### config.mk
export PLATFORM = sky130hd
export DESIGN_NAME = fast_guard
export DESIGN_NICKNAME = d
export VERILOG_FILES = /design/src/fast_guard_pkg.sv /design/src/fast_guard.sv
export VERILOG_INCLUDE_DIRS = /design/src
export SDC_FILE = /design/constraint.sdc
export NUM_CORES = 1
export LEC_CHECK = 0
export BUFFER_PORTS_ARGS = -buffer_cell sky130_fd_sc_hd__buf_2
export CAP_MARGIN = 0
export CORE_MARGIN = 2
export CORE_UTILIZATION = 50
export CTS_CLUSTER_DIAMETER = 60
export DETAILED_ROUTE_END_ITERATION = 10
export GPL_ROUTABILITY_DRIVEN = 0
export PLACE_DENSITY = 0.73
export SLEW_MARGIN = 15
export SYNTH_ARGS = -nofsm -noshare
export SYNTH_HDL_FRONTEND = slang
export SYNTH_SLANG_ARGS = --single-unit
### constraint.sdc
create_clock -name clock -period 4.75 [get_ports clock]
set_input_delay 1.1875 -clock clock [delete_from_list [all_inputs] [get_ports clock]]
set_output_delay 1.1875 -clock clock [all_outputs]
set_load 0.02 [all_outputs]
### src/fast_guard_params.svh
// Register map, field positions and reset values of the fast guard
`ifndef FAST_GUARD_PARAMS_SVH
`define FAST_GUARD_PARAMS_SVH

// Word offsets on the register bus (byte addresses)
`define FG_ADDR_CTRL      8'h00
`define FG_ADDR_SAT_BLANK 8'h04
`define FG_ADDR_OCP_BLANK 8'h08
`define FG_ADDR_LIVE      8'h0C
`define FG_ADDR_EVT_STAT  8'h10
`define FG_ADDR_EVT_CLR   8'h14
`define FG_ADDR_EVT_EN    8'h18

// Control register fields
`define FG_CTRL_CLAMP_BIT   0
`define FG_CTRL_THR_LSB     1
`define FG_CTRL_THR_MSB     2
`define FG_CTRL_REACT_BIT   3
`define FG_CTRL_SAT_EN_BIT  4
`define FG_CTRL_OCP_EN_BIT  5
`define FG_CTRL_MSB         5

// Live status register fields
`define FG_LIVE_SAT_BIT   0
`define FG_LIVE_OCP1_BIT  1
`define FG_LIVE_OCP2_BIT  2
`define FG_LIVE_ENV_BIT   3
`define FG_LIVE_HALT_BIT  4
`define FG_LIVE_PULL_BIT  5

// Event register fields
`define FG_EVT_SAT_BIT    0
`define FG_EVT_OCP_BIT    1
`define FG_EVT_EN_BIT     2
`define FG_EVT_CHK_BIT    3
`define FG_EVT_W          4

// Reset values
`define FG_CTRL_RST       6'h30
`define FG_SAT_BLANK_RST  16'h0064
`define FG_OCP_BLANK_RST  16'h0032
`define FG_EVT_EN_RST     4'h0

// Synchroniser length
`define FG_SYNC_IN_W      3

`endif

### src/fast_guard_pkg.sv
// Types shared by the fast guard block
package fast_guard_pkg;
  // Guard state, one-hot
  typedef enum logic [1:0] {
    ST_RUN  = 2'h1,
    ST_HALT = 2'h2
  } guard_state_t;
endpackage

### src/fast_guard.sv
// Fast protection logic: saturation, overcurrent, external enable
//
// The Wishbone interface to the registers and the address map were left to the implementer.
`timescale 1ns/100ps
`default_nettype none
`include "fast_guard_params.svh"

module fast_guard #(
  parameter int CNT_W = 16  // Blanking counter width
) (
  input  wire logic        clock,
  input  wire logic        rst_n,
  // Classic Wishbone slave
  input  wire logic        wb_cyc_i,
  input  wire logic        wb_stb_i,
  input  wire logic        wb_we_i,
  input  wire logic [7:0]  wb_adr_i,
  input  wire logic [3:0]  wb_sel_i,
  input  wire logic [31:0] wb_dat_i,
  output logic      [31:0] wb_dat_o,
  output logic             wb_ack_o,
  // Command side, same clock
  input  wire logic        pwm_on_cmd,
  input  wire logic        two_level_turnoff,
  input  wire logic        hard_off_start,
  // Analog comparator outputs, asynchronous
  input  wire logic        saturation_comp_raw,
  input  wire logic        overcurrent_shutdown_raw,
  input  wire logic        overcurrent_check_raw,
  input  wire logic        external_enable_valid_raw,
  // Analog controls
  output logic             saturation_sense_pulldown,
  output logic             saturation_sense_clamp,
  output logic [1:0]       saturation_threshold_select,
  // Turn-off requests and fault line
  output logic             safe_turnoff_req,
  output logic             regular_turnoff_req,
  output logic             driver_disabled,
  output logic             fast_fault_output_n,
  output logic             irq
);

  // ---------------------------------------------------------------
  // Input synchronisers
  // ---------------------------------------------------------------

  // Raw inputs gathered for a common three-stage chain
  wire  [3:0] raw_in;
  // Sync stages; stage one feeds stage two only
  logic [3:0] sync1_q;
  logic [3:0] sync2_q;
  logic [3:0] sync3_q;
  // Accepted level per input
  logic [3:0] filt_q;
  // Stage agreement mask
  wire  [3:0] agree;

  assign raw_in = {external_enable_valid_raw, overcurrent_check_raw,
                   overcurrent_shutdown_raw, saturation_comp_raw};
  assign agree  = ~(sync2_q ^ sync3_q);

  // Three flops, then take a change once stages two and three agree
  always_ff @(posedge clock or negedge rst_n) begin
    if (!rst_n) begin
      sync1_q <= 4'h0;
      sync2_q <= 4'h0;
      sync3_q <= 4'h0;
      filt_q  <= 4'h0;
    end else begin
      sync1_q <= raw_in;
      sync2_q <= sync1_q;
      sync3_q <= sync2_q;
      filt_q  <= (agree & sync3_q) | (~agree & filt_q);
    end
  end

  // Filtered comparator levels
  wire sat_cmp  = filt_q[0];
  wire ocp1_cmp = filt_q[1];
  wire ocp2_cmp = filt_q[2];
  wire env_cmp  = filt_q[3];

  // ---------------------------------------------------------------
  // Register file
  // ---------------------------------------------------------------

  // Control bits
  logic [`FG_CTRL_MSB:0] ctrl_q;
  // Saturation blanking time in clock cycles
  logic [CNT_W-1:0]      saturation_blanking_time_reg_q;
  // Overcurrent blanking time in clock cycles
  logic [CNT_W-1:0]      overcurrent_blanking_time_reg_q;
  // Sticky events and their enables
  logic [`FG_EVT_W-1:0]  evt_q;
  logic [`FG_EVT_W-1:0]  evt_d;
  logic [`FG_EVT_W-1:0]  evt_en_q;
  // Bus handshake
  logic                  ack_q;
  logic [31:0]           rdat_q;

  // Address match helper, used by every decode
  function automatic logic hit(input logic [7:0] a,
                               input logic [7:0] off);
    hit = (a[7:2] == off[7:2]);
  endfunction

  // Byte-lane merge for 16-bit registers
  function automatic logic [CNT_W-1:0] merge16(
      input logic [CNT_W-1:0] old_v,
      input logic [31:0]      new_v,
      input logic [3:0]       sel);
    logic [15:0] m;
    m = 16'h0000;
    m[7:0]  = sel[0] ? new_v[7:0]  : old_v[7:0];
    m[15:8] = sel[1] ? new_v[15:8] : old_v[15:8];
    merge16 = CNT_W'(m);
  endfunction

  // Request seen, and the acknowledged edge where a write lands
  wire bus_req = wb_cyc_i & wb_stb_i;
  wire bus_wr  = bus_req & wb_we_i & ack_q;
  wire lane0   = wb_sel_i[0];

  // Write strobes
  wire wr_ctrl   = bus_wr & lane0 & hit(wb_adr_i, `FG_ADDR_CTRL);
  wire wr_satb   = bus_wr & hit(wb_adr_i, `FG_ADDR_SAT_BLANK);
  wire wr_ocpb   = bus_wr & hit(wb_adr_i, `FG_ADDR_OCP_BLANK);
  wire wr_clr    = bus_wr & lane0 & hit(wb_adr_i, `FG_ADDR_EVT_CLR);
  wire wr_en     = bus_wr & lane0 & hit(wb_adr_i, `FG_ADDR_EVT_EN);

  // Writing one to the reactivation bit is the fast reactivation
  wire reactivate = wr_ctrl & wb_dat_i[`FG_CTRL_REACT_BIT];

  // Control fields out to the logic
  wire clamp_en = ctrl_q[`FG_CTRL_CLAMP_BIT];
  wire sat_en   = ctrl_q[`FG_CTRL_SAT_EN_BIT];
  wire ocp_en   = ctrl_q[`FG_CTRL_OCP_EN_BIT];

  // Threshold select drives the analog reference mux
  assign saturation_threshold_select =
    ctrl_q[`FG_CTRL_THR_MSB:`FG_CTRL_THR_LSB];

  // Configuration registers; reactivation bit is not stored
  always_ff @(posedge clock or negedge rst_n) begin
    if (!rst_n) begin
      ctrl_q                          <= `FG_CTRL_RST;
      saturation_blanking_time_reg_q  <= CNT_W'(`FG_SAT_BLANK_RST);
      overcurrent_blanking_time_reg_q <= CNT_W'(`FG_OCP_BLANK_RST);
      evt_en_q                        <= `FG_EVT_EN_RST;
    end else begin
      if (wr_ctrl) begin
        ctrl_q <= wb_dat_i[`FG_CTRL_MSB:0] & ~(6'h01 << `FG_CTRL_REACT_BIT);
      end
      if (wr_satb) begin
        saturation_blanking_time_reg_q <=
          merge16(saturation_blanking_time_reg_q, wb_dat_i, wb_sel_i);
      end
      if (wr_ocpb) begin
        overcurrent_blanking_time_reg_q <=
          merge16(overcurrent_blanking_time_reg_q, wb_dat_i, wb_sel_i);
      end
      if (wr_en) begin
        evt_en_q <= wb_dat_i[`FG_EVT_W-1:0];
      end
    end
  end

  // ---------------------------------------------------------------
  // Turn-on and hard-off edges
  // ---------------------------------------------------------------

  // Previous PWM command to spot the turn-on start
  logic pwm_q;
  wire  turn_on = pwm_on_cmd & ~pwm_q;

  // PWM command history
  always_ff @(posedge clock or negedge rst_n) begin
    if (!rst_n) begin
      pwm_q <= 1'b0;
    end else begin
      pwm_q <= pwm_on_cmd;
    end
  end

  // ---------------------------------------------------------------
  // Blanking counters
  // ---------------------------------------------------------------

  // Down counters, zero means no blanking
  logic [CNT_W-1:0] sat_cnt_q;
  logic [CNT_W-1:0] ocp_cnt_q;
  wire  sat_blank = (sat_cnt_q != '0);
  wire  ocp_blank = (ocp_cnt_q != '0);

  // Saturation counter reloads at turn-on and at hard-off start, overcurrent counter at turn-on only, then count down
  always_ff @(posedge clock or negedge rst_n) begin
    if (!rst_n) begin
      sat_cnt_q <= '0;
      ocp_cnt_q <= '0;
    end else begin
      if (turn_on || hard_off_start) begin
        sat_cnt_q <= saturation_blanking_time_reg_q;
      end else if (sat_blank) begin
        sat_cnt_q <= sat_cnt_q - CNT_W'(1);
      end
      if (turn_on) begin
        ocp_cnt_q <= overcurrent_blanking_time_reg_q;
      end else if (ocp_blank) begin
        ocp_cnt_q <= ocp_cnt_q - CNT_W'(1);
      end
    end
  end

  // Hard-off extension in progress; the counter is shared with
  // turn-on blanking, since the two phases never overlap
  logic off_ext_q;

  // Remember which phase the saturation counter is timing
  always_ff @(posedge clock or negedge rst_n) begin
    if (!rst_n) begin
      off_ext_q <= 1'b0;
    end else if (hard_off_start) begin
      off_ext_q <= 1'b1;
    end else if (turn_on) begin
      off_ext_q <= 1'b0;
    end
  end

  // ---------------------------------------------------------------
  // Saturation sense pin control
  // ---------------------------------------------------------------

  // Turn-on cycle and its blanking hold the pin low; counter loads late
  wire on_pull  = pwm_on_cmd & (turn_on | (sat_blank & ~off_ext_q));
  // Plateau, hard-off start and its extension hold the pin, no gap
  wire off_pull = two_level_turnoff | hard_off_start |
                  (off_ext_q & sat_blank);

  assign saturation_sense_pulldown = on_pull | off_pull;
  // Clamp keeps the DC link from charging through the pull-up
  assign saturation_sense_clamp = clamp_en & ~pwm_on_cmd;

  // ---------------------------------------------------------------
  // Guard state and fault detection
  // ---------------------------------------------------------------

  fast_guard_pkg::guard_state_t state_q;
  fast_guard_pkg::guard_state_t state_d;
  wire running = (state_q == fast_guard_pkg::ST_RUN);

  // Monitoring windows; each gated by its own enable, the run state, the on command and its own blanking
  wire sat_mon = running & sat_en & pwm_on_cmd & ~turn_on &
                 ~sat_blank & ~two_level_turnoff;
  wire ocp_mon = running & ocp_en & pwm_on_cmd & ~turn_on &
                 ~ocp_blank;

  // Fault conditions
  wire sat_fault = sat_mon & sat_cmp;
  wire ocp_fault = ocp_mon & ocp1_cmp;
  wire chk_event = ocp_mon & ocp2_cmp;
  // Validity falling edge on the filtered level
  logic env_q;
  wire  en_fault = env_q & ~env_cmp;

  wire safe_fault = sat_fault | ocp_fault;
  wire any_fault  = safe_fault | en_fault;

  // Next guard state: a fault wins over a reactivation
  always_comb begin
    state_d = state_q;
    unique case (state_q)
      fast_guard_pkg::ST_RUN: begin
        if (any_fault) begin
          state_d = fast_guard_pkg::ST_HALT;
        end
      end
      fast_guard_pkg::ST_HALT: begin
        if (reactivate && !any_fault) begin
          state_d = fast_guard_pkg::ST_RUN;
        end
      end
      default: begin
        state_d = fast_guard_pkg::ST_HALT;
      end
    endcase
  end

  // Guard state, turn-off pulses and validity history
  always_ff @(posedge clock or negedge rst_n) begin
    if (!rst_n) begin
      state_q             <= fast_guard_pkg::ST_RUN;
      env_q               <= 1'b0;
      safe_turnoff_req    <= 1'b0;
      regular_turnoff_req <= 1'b0;
    end else begin
      state_q             <= state_d;
      env_q               <= env_cmp;
      // Safe sequence for the current protections
      safe_turnoff_req    <= safe_fault;
      // Regular sequence for the enable loss only
      regular_turnoff_req <= en_fault & ~safe_fault;
    end
  end

  // Fault line low while the driver is disabled
  assign driver_disabled     = ~running;
  assign fast_fault_output_n = running;

  // ---------------------------------------------------------------
  // Sticky event flags and interrupt
  // ---------------------------------------------------------------

  // Hardware set per bit
  wire [`FG_EVT_W-1:0] evt_set = {chk_event, en_fault,
                                  ocp_fault, sat_fault};
  // Software clear per bit
  wire [`FG_EVT_W-1:0] evt_clr =
    wr_clr ? wb_dat_i[`FG_EVT_W-1:0] : '0;

  // Set wins over a clear in the same cycle
  always_comb begin
    evt_d = (evt_q & ~evt_clr) | evt_set;
  end

  // Sticky flags: saturation, overcurrent, enable, path check
  always_ff @(posedge clock or negedge rst_n) begin
    if (!rst_n) begin
      evt_q <= '0;
    end else begin
      evt_q <= evt_d;
    end
  end

  assign irq = |(evt_q & evt_en_q);

  // ---------------------------------------------------------------
  // Live status and read mux
  // ---------------------------------------------------------------

  // Overcurrent comparators hidden while blanking runs
  wire ocp1_stat = ocp1_cmp & ~ocp_blank & ~turn_on;
  wire ocp2_stat = ocp2_cmp & ~ocp_blank & ~turn_on;

  // Live status word
  wire [31:0] live_w = 32'h0000_0000 |
    (32'(sat_cmp)   << `FG_LIVE_SAT_BIT) |
    (32'(ocp1_stat) << `FG_LIVE_OCP1_BIT) |
    (32'(ocp2_stat) << `FG_LIVE_OCP2_BIT) |
    (32'(env_cmp)   << `FG_LIVE_ENV_BIT) |
    (32'(~running)  << `FG_LIVE_HALT_BIT) |
    (32'(saturation_sense_pulldown) << `FG_LIVE_PULL_BIT);

  // Read selection; unmapped and write-only words read zero
  wire [31:0] rd_mux =
    hit(wb_adr_i, `FG_ADDR_CTRL)      ? 32'(ctrl_q) :
    hit(wb_adr_i, `FG_ADDR_SAT_BLANK) ?
      32'(saturation_blanking_time_reg_q) :
    hit(wb_adr_i, `FG_ADDR_OCP_BLANK) ?
      32'(overcurrent_blanking_time_reg_q) :
    hit(wb_adr_i, `FG_ADDR_LIVE)      ? live_w :
    hit(wb_adr_i, `FG_ADDR_EVT_STAT)  ? 32'(evt_q) :
    hit(wb_adr_i, `FG_ADDR_EVT_EN)    ? 32'(evt_en_q) :
    32'h0000_0000;

  // One wait state: ack and data rise together, one cycle after
  // the request; ack drops the cycle after, data holds
  always_ff @(posedge clock or negedge rst_n) begin
    if (!rst_n) begin
      ack_q  <= 1'b0;
      rdat_q <= 32'h0000_0000;
    end else begin
      ack_q  <= bus_req & ~ack_q;
      if (bus_req && !ack_q && !wb_we_i) begin
        rdat_q <= rd_mux;
      end
    end
  end

  assign wb_ack_o = ack_q;
  assign wb_dat_o = rdat_q;

endmodule // fast_guard

`default_nettype wire

# --- Yosys cells after proc, flatten, opt, wreduce, memory -nomap -nowiden ---
# Cells that the tools add are included.
# Widths: inputs -> output; s select.
totals:
  input_bits: 56
  ff_bits: 133
  word_cells: 135
op_classes:
  bitwise_logic: 67
  reduce_logical: 19
  n_addsub: 2
  eq_ne: 10
  n_mux: 16
op_table:
  columns: ["operator", "count"]
  rows:
  - ["$mux 32", 4]
  - ["$mux 16", 4]
  - ["$and 1x1->1", 34]
  - ["$or 32x6->32", 1]
  - ["$or 4x32->32", 1]
  - ["$reduce_bool 16->1", 2]
  - ["$sub 16x1->16 const B", 2]
  - ["$not 1->28", 1]
  - ["$eq 6x3->1 const B", 3]
  - ["$and 4x4->4", 4]
  - ["$eq 6x2->1 const B", 2]
  - ["$mux 4", 3]
  - ["$not 4->4", 3]
  - ["$not 1->1", 11]
  - ["$reduce_and 2->1", 5]
  - ["$or 4x4->4", 2]
  - ["$eq 6x1->1 const B", 1]
  - ["$logic_not 6->1", 1]
  - ["$or 1x1->1", 6]
  - ["$reduce_bool 2->1", 3]
  - ["$mux 2", 2]
  - ["$or 3x4->4", 1]
  - ["$pmux 2 s2", 1]
  - ["$reduce_or 4->1", 1]
  - ["11 further kinds", 16]

# --- Longest topological paths before layout ---
# Gate-level depths: netlist of run 1.
logic_depth:
  depth_word: 13
  depth_mapped: 7
  depth_no_buf: 7

# --- Worst setup path after synthesis of run 1 ---
# No wires, ideal clock.
synth_path:
  path_type: "input to output"
  startpoint: "input port pwm_on_cmd"
  endpoint: "output port saturation_sense_pulldown"
  n_path_buf: 2
  t_required_ps: 3563
  t_arrival_ps: 2139
  path_stages: 6
  slack_ps: 1424
  path_cell_list: "nand2b_1 -> nand2b_1 -> clkbuf_1 -> clkbuf_1 -> nor2_1 -> o21ai_0"
synth_between:
  elab_chain_cells: 4
synth_rtl:
  columns: ["item", "line_no", "rtl"]
  rows:
  - ["start: declaration", "fast_guard.sv:23", "input wire logic pwm_on_cmd,"]
  - ["$and 1x1->1", "fast_guard.sv:174", "wire turn_on = pwm_on_cmd & ~pwm_q;"]
  - ["$or 1x1->1", "fast_guard.sv:234", "wire on_pull = pwm_on_cmd & (turn_on | (sat_blank & ~off_ext_q));"]
  - ["$and 1x1->1 *", "fast_guard.sv:234", null]
  - ["$or 1x1->1 *", "fast_guard.sv:239", "assign saturation_sense_pulldown = on_pull | off_pull;"]
  - ["end: declaration", "fast_guard.sv:32", "output logic saturation_sense_pulldown,"]
# Mark *: on every way between the ends. The rest lies on a longest branch, timed or not.

# --- Final worst setup path of run 1 ---
layout_path:
  startpoint: "register sat_cnt_q[0]"
  endpoint: "output port saturation_sense_pulldown"
layout_between:
  elab_chain_cells: 5
  elab_cells_between_ends: 7
  classes_between: "bitwise (6); reduce/logical (1)"
layout_rtl:
  columns: ["item", "line_no", "rtl"]
  rows:
  - ["start: declaration", "fast_guard.sv:190", "logic [CNT_W-1:0] sat_cnt_q;"]
  - ["start signal: assignment", "fast_guard.sv:202", "sat_cnt_q <= saturation_blanking_time_reg_q;"]
  - ["start signal: assignment", "fast_guard.sv:204", "sat_cnt_q <= sat_cnt_q - CNT_W'(1);"]
  - ["$reduce_bool 16->1 *", "fast_guard.sv:192", "wire sat_blank = (sat_cnt_q != '0);"]
  - ["$and 1x1->1", "fast_guard.sv:234", null]
  - ["$or 1x1->1", "fast_guard.sv:234", null]
  - ["$and 1x1->1", "fast_guard.sv:234", null]
  - ["$or 1x1->1 *", "fast_guard.sv:239", null]
# Marked as above.

==> impl_metrics.env, run 1 <==
export IMPL_power_total_mw=3.14
export IMPL_status="completed"
export IMPL_clk_path_buf_depth=2
export IMPL_wire_per_inst_um=18.5
export IMPL_vdd_drop_max_v=0.000215
export IMPL_rsz0062_at_grt="false"
export IMPL_synth_edf_count=0
export IMPL_drv_slew=0
export IMPL_die_h_um=109
export IMPL_io_pins=98
export IMPL_syn2layout_area_growth_pct=17.8
export IMPL_core_area_um2=10800
export IMPL_nFillCells=891
export IMPL_cts_htree_levels=4
export IMPL_cts_root_buf="clkbuf_8"
export IMPL_reg2reg_depth=5
export IMPL_crit_path_max_incr_delay_ns=0.56
export IMPL_multi_input_area_um2=2350
export IMPL_relSlewSlack=0.197
export IMPL_required_ns=3.56
export IMPL_first_global_vias=4375
export IMPL_start_util=0.513
export IMPL_cp_end_kind="output pin"
export IMPL_cts_resized_gates=0
export IMPL_worst_slew_pin_slew_ns=1.19
export IMPL_ant_nets=0
export IMPL_detailed_place_hpwl_mm=9.31
export IMPL_cp_arrival_ns=2.62
export IMPL_holdPathStages=0
export IMPL_post_cts_buffers=0
export IMPL_leakagePower_nw=3.04
export IMPL_grt_usage=0.249
export IMPL_worstPathCellList="inv_1 > ha_1 > or4b_4 > nor4_4 > o21ai_0 > buf_2"
export IMPL_antennaDiodeCount=0
export IMPL_slowest_stage="nor4_4"
export IMPL_clock_sinks=118
export IMPL_max_freq_ghz=0.263
export IMPL_syn_nets=593
export IMPL_hp_class="reg -> reg"
export IMPL_totalWireLength_mm=13.8
export IMPL_die_x_um=109
export IMPL_synth_top_flop_cell="dfrtp_1"
export IMPL_gr_total_overflow=0
export IMPL_drtIter0Drc=437
export IMPL_reg2reg_slack_ns=2.33
export IMPL_ff_latch_area_um2=2960
export IMPL_grt_pass1_wl_mm=22.5
export IMPL_finClkSkew_ns=0.00508
export IMPL_drive_above_1_share=0.282
export IMPL_post_place_ws_ns=1.45
export IMPL_timing_rr_end="wb_dat_o[2]"
export IMPL_synth_distinct_cells=59
export IMPL_async_flop_share=1.00
export IMPL_synth_area_um2=5560
export IMPL_fin_crit_sh=0.802
export IMPL_start_kind="flip-flop"
export IMPL_drt_first_pass_iters=6
export IMPL_antenna_found_initial=0
export IMPL_finalSetupTns_ns=0
export IMPL_fin_crit_ns=3.81
export IMPL_via_per_inst=5.96
export IMPL_final_nets=653
export IMPL_syn_inst=533
export IMPL_seq_area_frac_synth=0.533
export IMPL_timing_rr_start="ocp_cnt_q[7]"
export IMPL_drcViolationCount=0
export IMPL_holdCritStartpoint="sync1_q[3]"
export IMPL_holdPathEnd="sync2_q[3]"
export IMPL_cts_buffers=17
export IMPL_cts_tree="built"
export IMPL_die_area_um2=12000
export IMPL_insertion_delay_ns=0.52
export IMPL_postCtsHoldBufs=0
export IMPL_cellPowerDensity_nw_per_um2=479
export IMPL_grt_max_degree=70
export IMPL_fin_ws_ns=0.943
export IMPL_rows=38
export IMPL_max_cap_violations=0
export IMPL_vias=4443
export IMPL_clkSlewWorstSetupHoldPaths_ns=0.06
export IMPL_hold_violations=0
export IMPL_cp_max_fo=8
export IMPL_yosysWarningCount=0
export IMPL_portBuffers=77
export IMPL_syn_area_per_cell_um2=10.4
export IMPL_path_class="reg -> out"
export IMPL_setup_viol=0
export IMPL_yosys_register_bits=118
kinds of logic after synthesis:
group	count (synthesis)	share of synthesized area
AND/OR/NAND/NOR	186	0.165
flip-flops	118	0.533
AO/OA/AOI/OAI	115	0.132
buffers and inverters	49	0.0452
multiplexers	43	0.0866
XOR/XNOR	14	0.0220
adder cells (fa/ha/maj)	8	0.0162
area by class of cell:
class | count | share of cell area
inverters | 9 | 0.00516
clock inverters | 12 | 0.0271
well taps | 140 | 0.0267
repair buffers | 81 | 0.0638
clock buffers | 20 | 0.0665
multi-input cells | 366 | 0.358
flip-flops and latches | 118 | 0.452
where the power goes:
part / switching (mW) / internal (mW)
Combinational: 0.353 / 0.250
Sequential: 0.105 / 1.10
Clock: 0.464 / 0.865
registers in the layout, indices dropped and copies added, names as in the netlist, named ones only:
name and flops:
wb_dat_o 17, ocp_cnt_q 16, overcurrent_blanking_time_reg_q 16, sat_cnt_q 16, saturation_blanking_time_reg_q 16, ctrl_q 5, evt_en_q 4, evt_q 4
sync1_q 4, sync2_q 4, sync3_q 4, state_q 2, env_q 1, off_ext_q 1, pwm_q 1, regular_turnoff_req 1
safe_turnoff_req 1, wb_ack_o 1
per-stage QoR:
| step | hold WS, ns | utilization | instances | instance area, um^2 |
|---|---|---|---|---|
| after detailed placement | 0.335 | 0.548 | 714 | 5940 |
| after floorplan | 0.331 | - | 533 | 5560 |
| after global placement | 0.333 | 0.548 | 714 | 5940 |
| after CTS | 0.348 | 0.604 | 746 | 6550 |
| after global routing | 0.363 | 0.604 | 746 | 6550 |
| final | 0.345 | 0.604 | 746 | 6550 |
worst max-delay path by stage:
| stage | end | start | slack, ns | depth (start not counted) |
|---|---|---|---|---|
| finish | saturation_sense_pulldown | sat_cnt_q[0] | 0.94 | 6 |
| global route | saturation_sense_pulldown | sat_cnt_q[0] | 0.78 | 6 |
| CTS | saturation_sense_pulldown | sat_cnt_q[0] | 0.91 | 6 |
| detailed placement | saturation_sense_pulldown | sat_cnt_q[0] | 1.45 | 6 |
| global placement | saturation_sense_pulldown | pwm_on_cmd | 1.47 | 7 |
| floorplan | saturation_sense_pulldown | pwm_on_cmd | 1.42 | 6 |
cell usage in the layout (no fill, tap or decap), drive strengths merged, types with 12 or more instances in the layout:
cell type  instances
dfrtp            109
buf               81
nand2             71
nor2              43
mux2              41
o21ai             35
a21oi             28
clkbuf            20
nor3              17
xnor2             12
nor4              12
cells in the mapped netlist (all sizes together), types with 3 or more instances:
cell    count  area share
nand4       4      0.0045
xnor2      12       0.019
nand3       7      0.0072
a21oi      28       0.027
nor3       17       0.016
o41ai       9       0.014
maj3        4      0.0072
dfstp       9       0.043
nand2      71       0.048
or4b        3      0.0061
a22oi       5      0.0067
ha          4      0.0090
dfrtp     109        0.49
mux2       41       0.083
nor2       43       0.029
nor2b       3      0.0034
o21ai      35       0.031
and4b       3      0.0056
o31ai       4      0.0054
nand2b      9       0.010
buf        20       0.026
clkbuf     20       0.013
o22ai       4      0.0045
inv         9      0.0061
a211oi      5      0.0067
nor4       12       0.016
a31oi       6      0.0067
or4         5      0.0070
worst max-delay path: cells and delay by family, from the launching register on:
| family | cells | cell delay, ns |
|---|---|---|
| simple gates | 2 | 1.05 |
| flops | 1 | 0.38 |
| buf+inv | 2 | 0.32 |
| compound gates | 1 | 0.19 |
| fa+ha+maj | 1 | 0.15 |
per-layer routing:
| layer | GRT usage | routed length [um] | part of all wire | vias up |
|---|---|---|---|---|
| met5 | 0 | 0 | 0 | - |
| met4 | 0.0868 | 260 | 0.019 | 0 |
| met3 | 0.0616 | 1020 | 0.074 | 35 |
| met2 | 0.399 | 6640 | 0.48 | 205 |
| met1 | 0.330 | 5850 | 0.42 | 2173 |
| li1 | - | - | - | 2030 |
Power figures use the tool's default switching activity.
==> inputs of run 2 (changes only) <==
--- a/config.mk
+++ b/config.mk
@@ -13,7 +13,7 @@
 export CTS_CLUSTER_DIAMETER = 60
 export DETAILED_ROUTE_END_ITERATION = 10
 export GPL_ROUTABILITY_DRIVEN = 0
-export PLACE_DENSITY = 0.73
+export PLACE_DENSITY = 0.75
 export SLEW_MARGIN = 15
 export SYNTH_ARGS = -nofsm -noshare
 export SYNTH_HDL_FRONTEND = slang
==> constraint.sdc (replaced) <==
create_clock -name clock -period 3.4 [get_ports clock]
set_input_delay 0.85 -clock clock [delete_from_list [all_inputs] [get_ports clock]]
set_output_delay 0.85 -clock clock [all_outputs]
set_load 0.02 [all_outputs]
==> impl_metrics.env, run 2 (synthesized netlist as in run 1, its figures left out) <==
export IMPL_layout_common_cells="dfrtp_1 (109), buf_2 (76), nand2_1 (71), nor2_1 (43), mux2_2 (41)"
export IMPL_leakagePower_nw=3.07
export IMPL_required_ns=2.55
export IMPL_ff_latch_area_um2=2960
export IMPL_cp_arrival_ns=2.35
export IMPL_postLayoutCellArea_um2=6600
export IMPL_drtIter0Drc=343
export IMPL_worst_slew_pin_slew_ns=0.676
export IMPL_worst_hold_slack_ns=0.345
export IMPL_portBuffers=77
export IMPL_nFillCells=850
export IMPL_vias=4471
export IMPL_syn2layout_area_growth_pct=18.7
export IMPL_fin_ws_ns=0.198
export IMPL_detailed_place_hpwl_mm=9.51
export IMPL_hp_class="in -> async"
export IMPL_cts_tree="built"
export IMPL_crit_path_max_incr_delay_ns=0.50
export IMPL_antenna_found_initial=1
export IMPL_fin_crit_sh=0.942
export IMPL_cts_buffers=17
export IMPL_clock_sinks=118
export IMPL_finalSetupTns_ns=0
export IMPL_drt_first_pass_iters=5
export IMPL_start_util=0.513
export IMPL_rsz0062_at_grt="false"
export IMPL_critPathBufInv=2
export IMPL_cp_end_kind="output pin"
export IMPL_start_kind="flip-flop"
export IMPL_hold_violations=0
export IMPL_post_place_ws_ns=0.658
export IMPL_first_global_vias=4375
export IMPL_rows=38
export IMPL_p_comb_frac=0.199
export IMPL_p_int_mw=3.13
export IMPL_wire_per_inst_um=18.1
export IMPL_setup_viol=0
export IMPL_slowest_stage="or4b_4"
export IMPL_core_area_um2=10800
export IMPL_cts_root_buf="clkbuf_8"
export IMPL_path_delay_family="simple AND/OR/NAND/NOR gates"
export IMPL_timing_rr_start="ocp_cnt_q[7]"
export IMPL_vdd_drop_max_v=0.000344
export IMPL_layout_commonest_cell="dfrtp_1"
export IMPL_power_total_mw=4.43
export IMPL_ant_nets=0
export IMPL_dp_cells=719
export IMPL_netSwitchingPower_mw=1.30
export IMPL_die_h_um=109
export IMPL_largest_reg_flops=17
export IMPL_drcViolationCount=0
export IMPL_worstPathCellList="inv_1 > ha_1 > or4b_4 > nor4_4 > o21ai_0 > buf_2"
export IMPL_drive_above_1_share=0.288
export IMPL_reg2reg_slack_ns=1.03
export IMPL_gr_total_overflow=0
export IMPL_pwr_share_clk=0.421
export IMPL_finClkSkew_ns=0.00782
export IMPL_final_core_util=0.609
export IMPL_postCtsHoldBufs=0
export IMPL_die_x_um=109
export IMPL_timing_rr_end="wb_dat_o[2]"
export IMPL_clkSlewWorstSetupHoldPaths_ns=0.06
export IMPL_finalNonFillerCells=752
export IMPL_grt_pass1_wl_mm=22.1
export IMPL_placed_area_um2=5970
export IMPL_cts_resized_gates=0
export IMPL_reg2reg_depth=5
export IMPL_grt_max_degree=52
export IMPL_seqPwrFrac=0.380
export IMPL_path_class="reg -> out"
export IMPL_status="completed"
export IMPL_via_per_inst=5.95
export IMPL_switching_share=0.293
export IMPL_clk_path_buf_depth=2
export IMPL_max_freq_ghz=0.312
export IMPL_insertion_delay_ns=0.52
export IMPL_die_area_um2=12000
export IMPL_cts_htree_levels=4
export IMPL_totalWireLength_mm=13.6
export IMPL_cp_max_fo=4
export IMPL_fin_crit_ns=3.20
export IMPL_cellPowerDensity_nw_per_um2=671
export IMPL_grt_usage=0.245
export IMPL_max_cap_violations=0
export IMPL_drv_slew=0
export IMPL_post_cts_buffers=0
export IMPL_multi_input_area_um2=2350
export IMPL_io_pins=98
export IMPL_final_nets=658
export IMPL_relSlewSlack=0.550
run 2: cell count changes in the layout (fill, tap and decap cells not counted), sizes merged:
cell | previous run | this run
buf | 81 | 86
clkinvlp | 4 | 3
clkbuf | 20 | 21
diode | 0 | 1
run 2: power by group through the flow:
stage	Clock (mW)	Sequential, mW	Combinational, mW
2_1_floorplan	0	1.67	0.654
3_3_place_gp	0	1.69	0.839
3_5_place_dp	0	1.70	0.870
4_1_cts	1.89	1.68	0.883
5_1_grt	1.96	1.70	0.995
6_report	1.87	1.68	0.881
run 2: area by class of cell:
class                           instances  area share
Timing Repair Buffer                   86      0.0690
Inverter                                9     0.00512
Sequential cell                       118       0.449
Tap cell                              140      0.0265
Clock buffer                           21      0.0680
Antenna cell                            1    0.000379
Multi-Input combinational cell        366       0.356
Clock inverter                         11      0.0263
run 2: worst max-delay path by stage:
stage                  from  depth (start not counted)  slack [ns]                                   to
5_1_grt        sat_cnt_q[0]                          6        0.06            saturation_sense_pulldown
3_3_place_gp    wb_adr_i[2]                          5        0.65   overcurrent_blanking_time_reg_q[9]
4_1_cts        sat_cnt_q[0]                          6        0.15            saturation_sense_pulldown
6_report       sat_cnt_q[0]                          6        0.20            saturation_sense_pulldown
3_5_place_dp    wb_adr_i[2]                          5        0.66  overcurrent_blanking_time_reg_q[10]
2_1_floorplan  sat_cnt_q[0]                          5        0.65            saturation_sense_pulldown
run 2: metal layers:
metal	GRT usage	vias up	wire length, um	part of all wire
met5	0	-	0	0
met4	0.109	0	303	0.022
met3	0.0575	26	804	0.059
met2	0.386	186	6700	0.49
met1	0.324	2224	5800	0.43
li1	-	2035	-	-
run 2: worst register-to-register path, stage by stage (launching register included):
cell     delay (ns)
dfrtp_1        0.44
nor4_1         0.58
and4b_1        0.40
and2_1         0.47
a31oi_1        0.21
o21ai_0        0.19
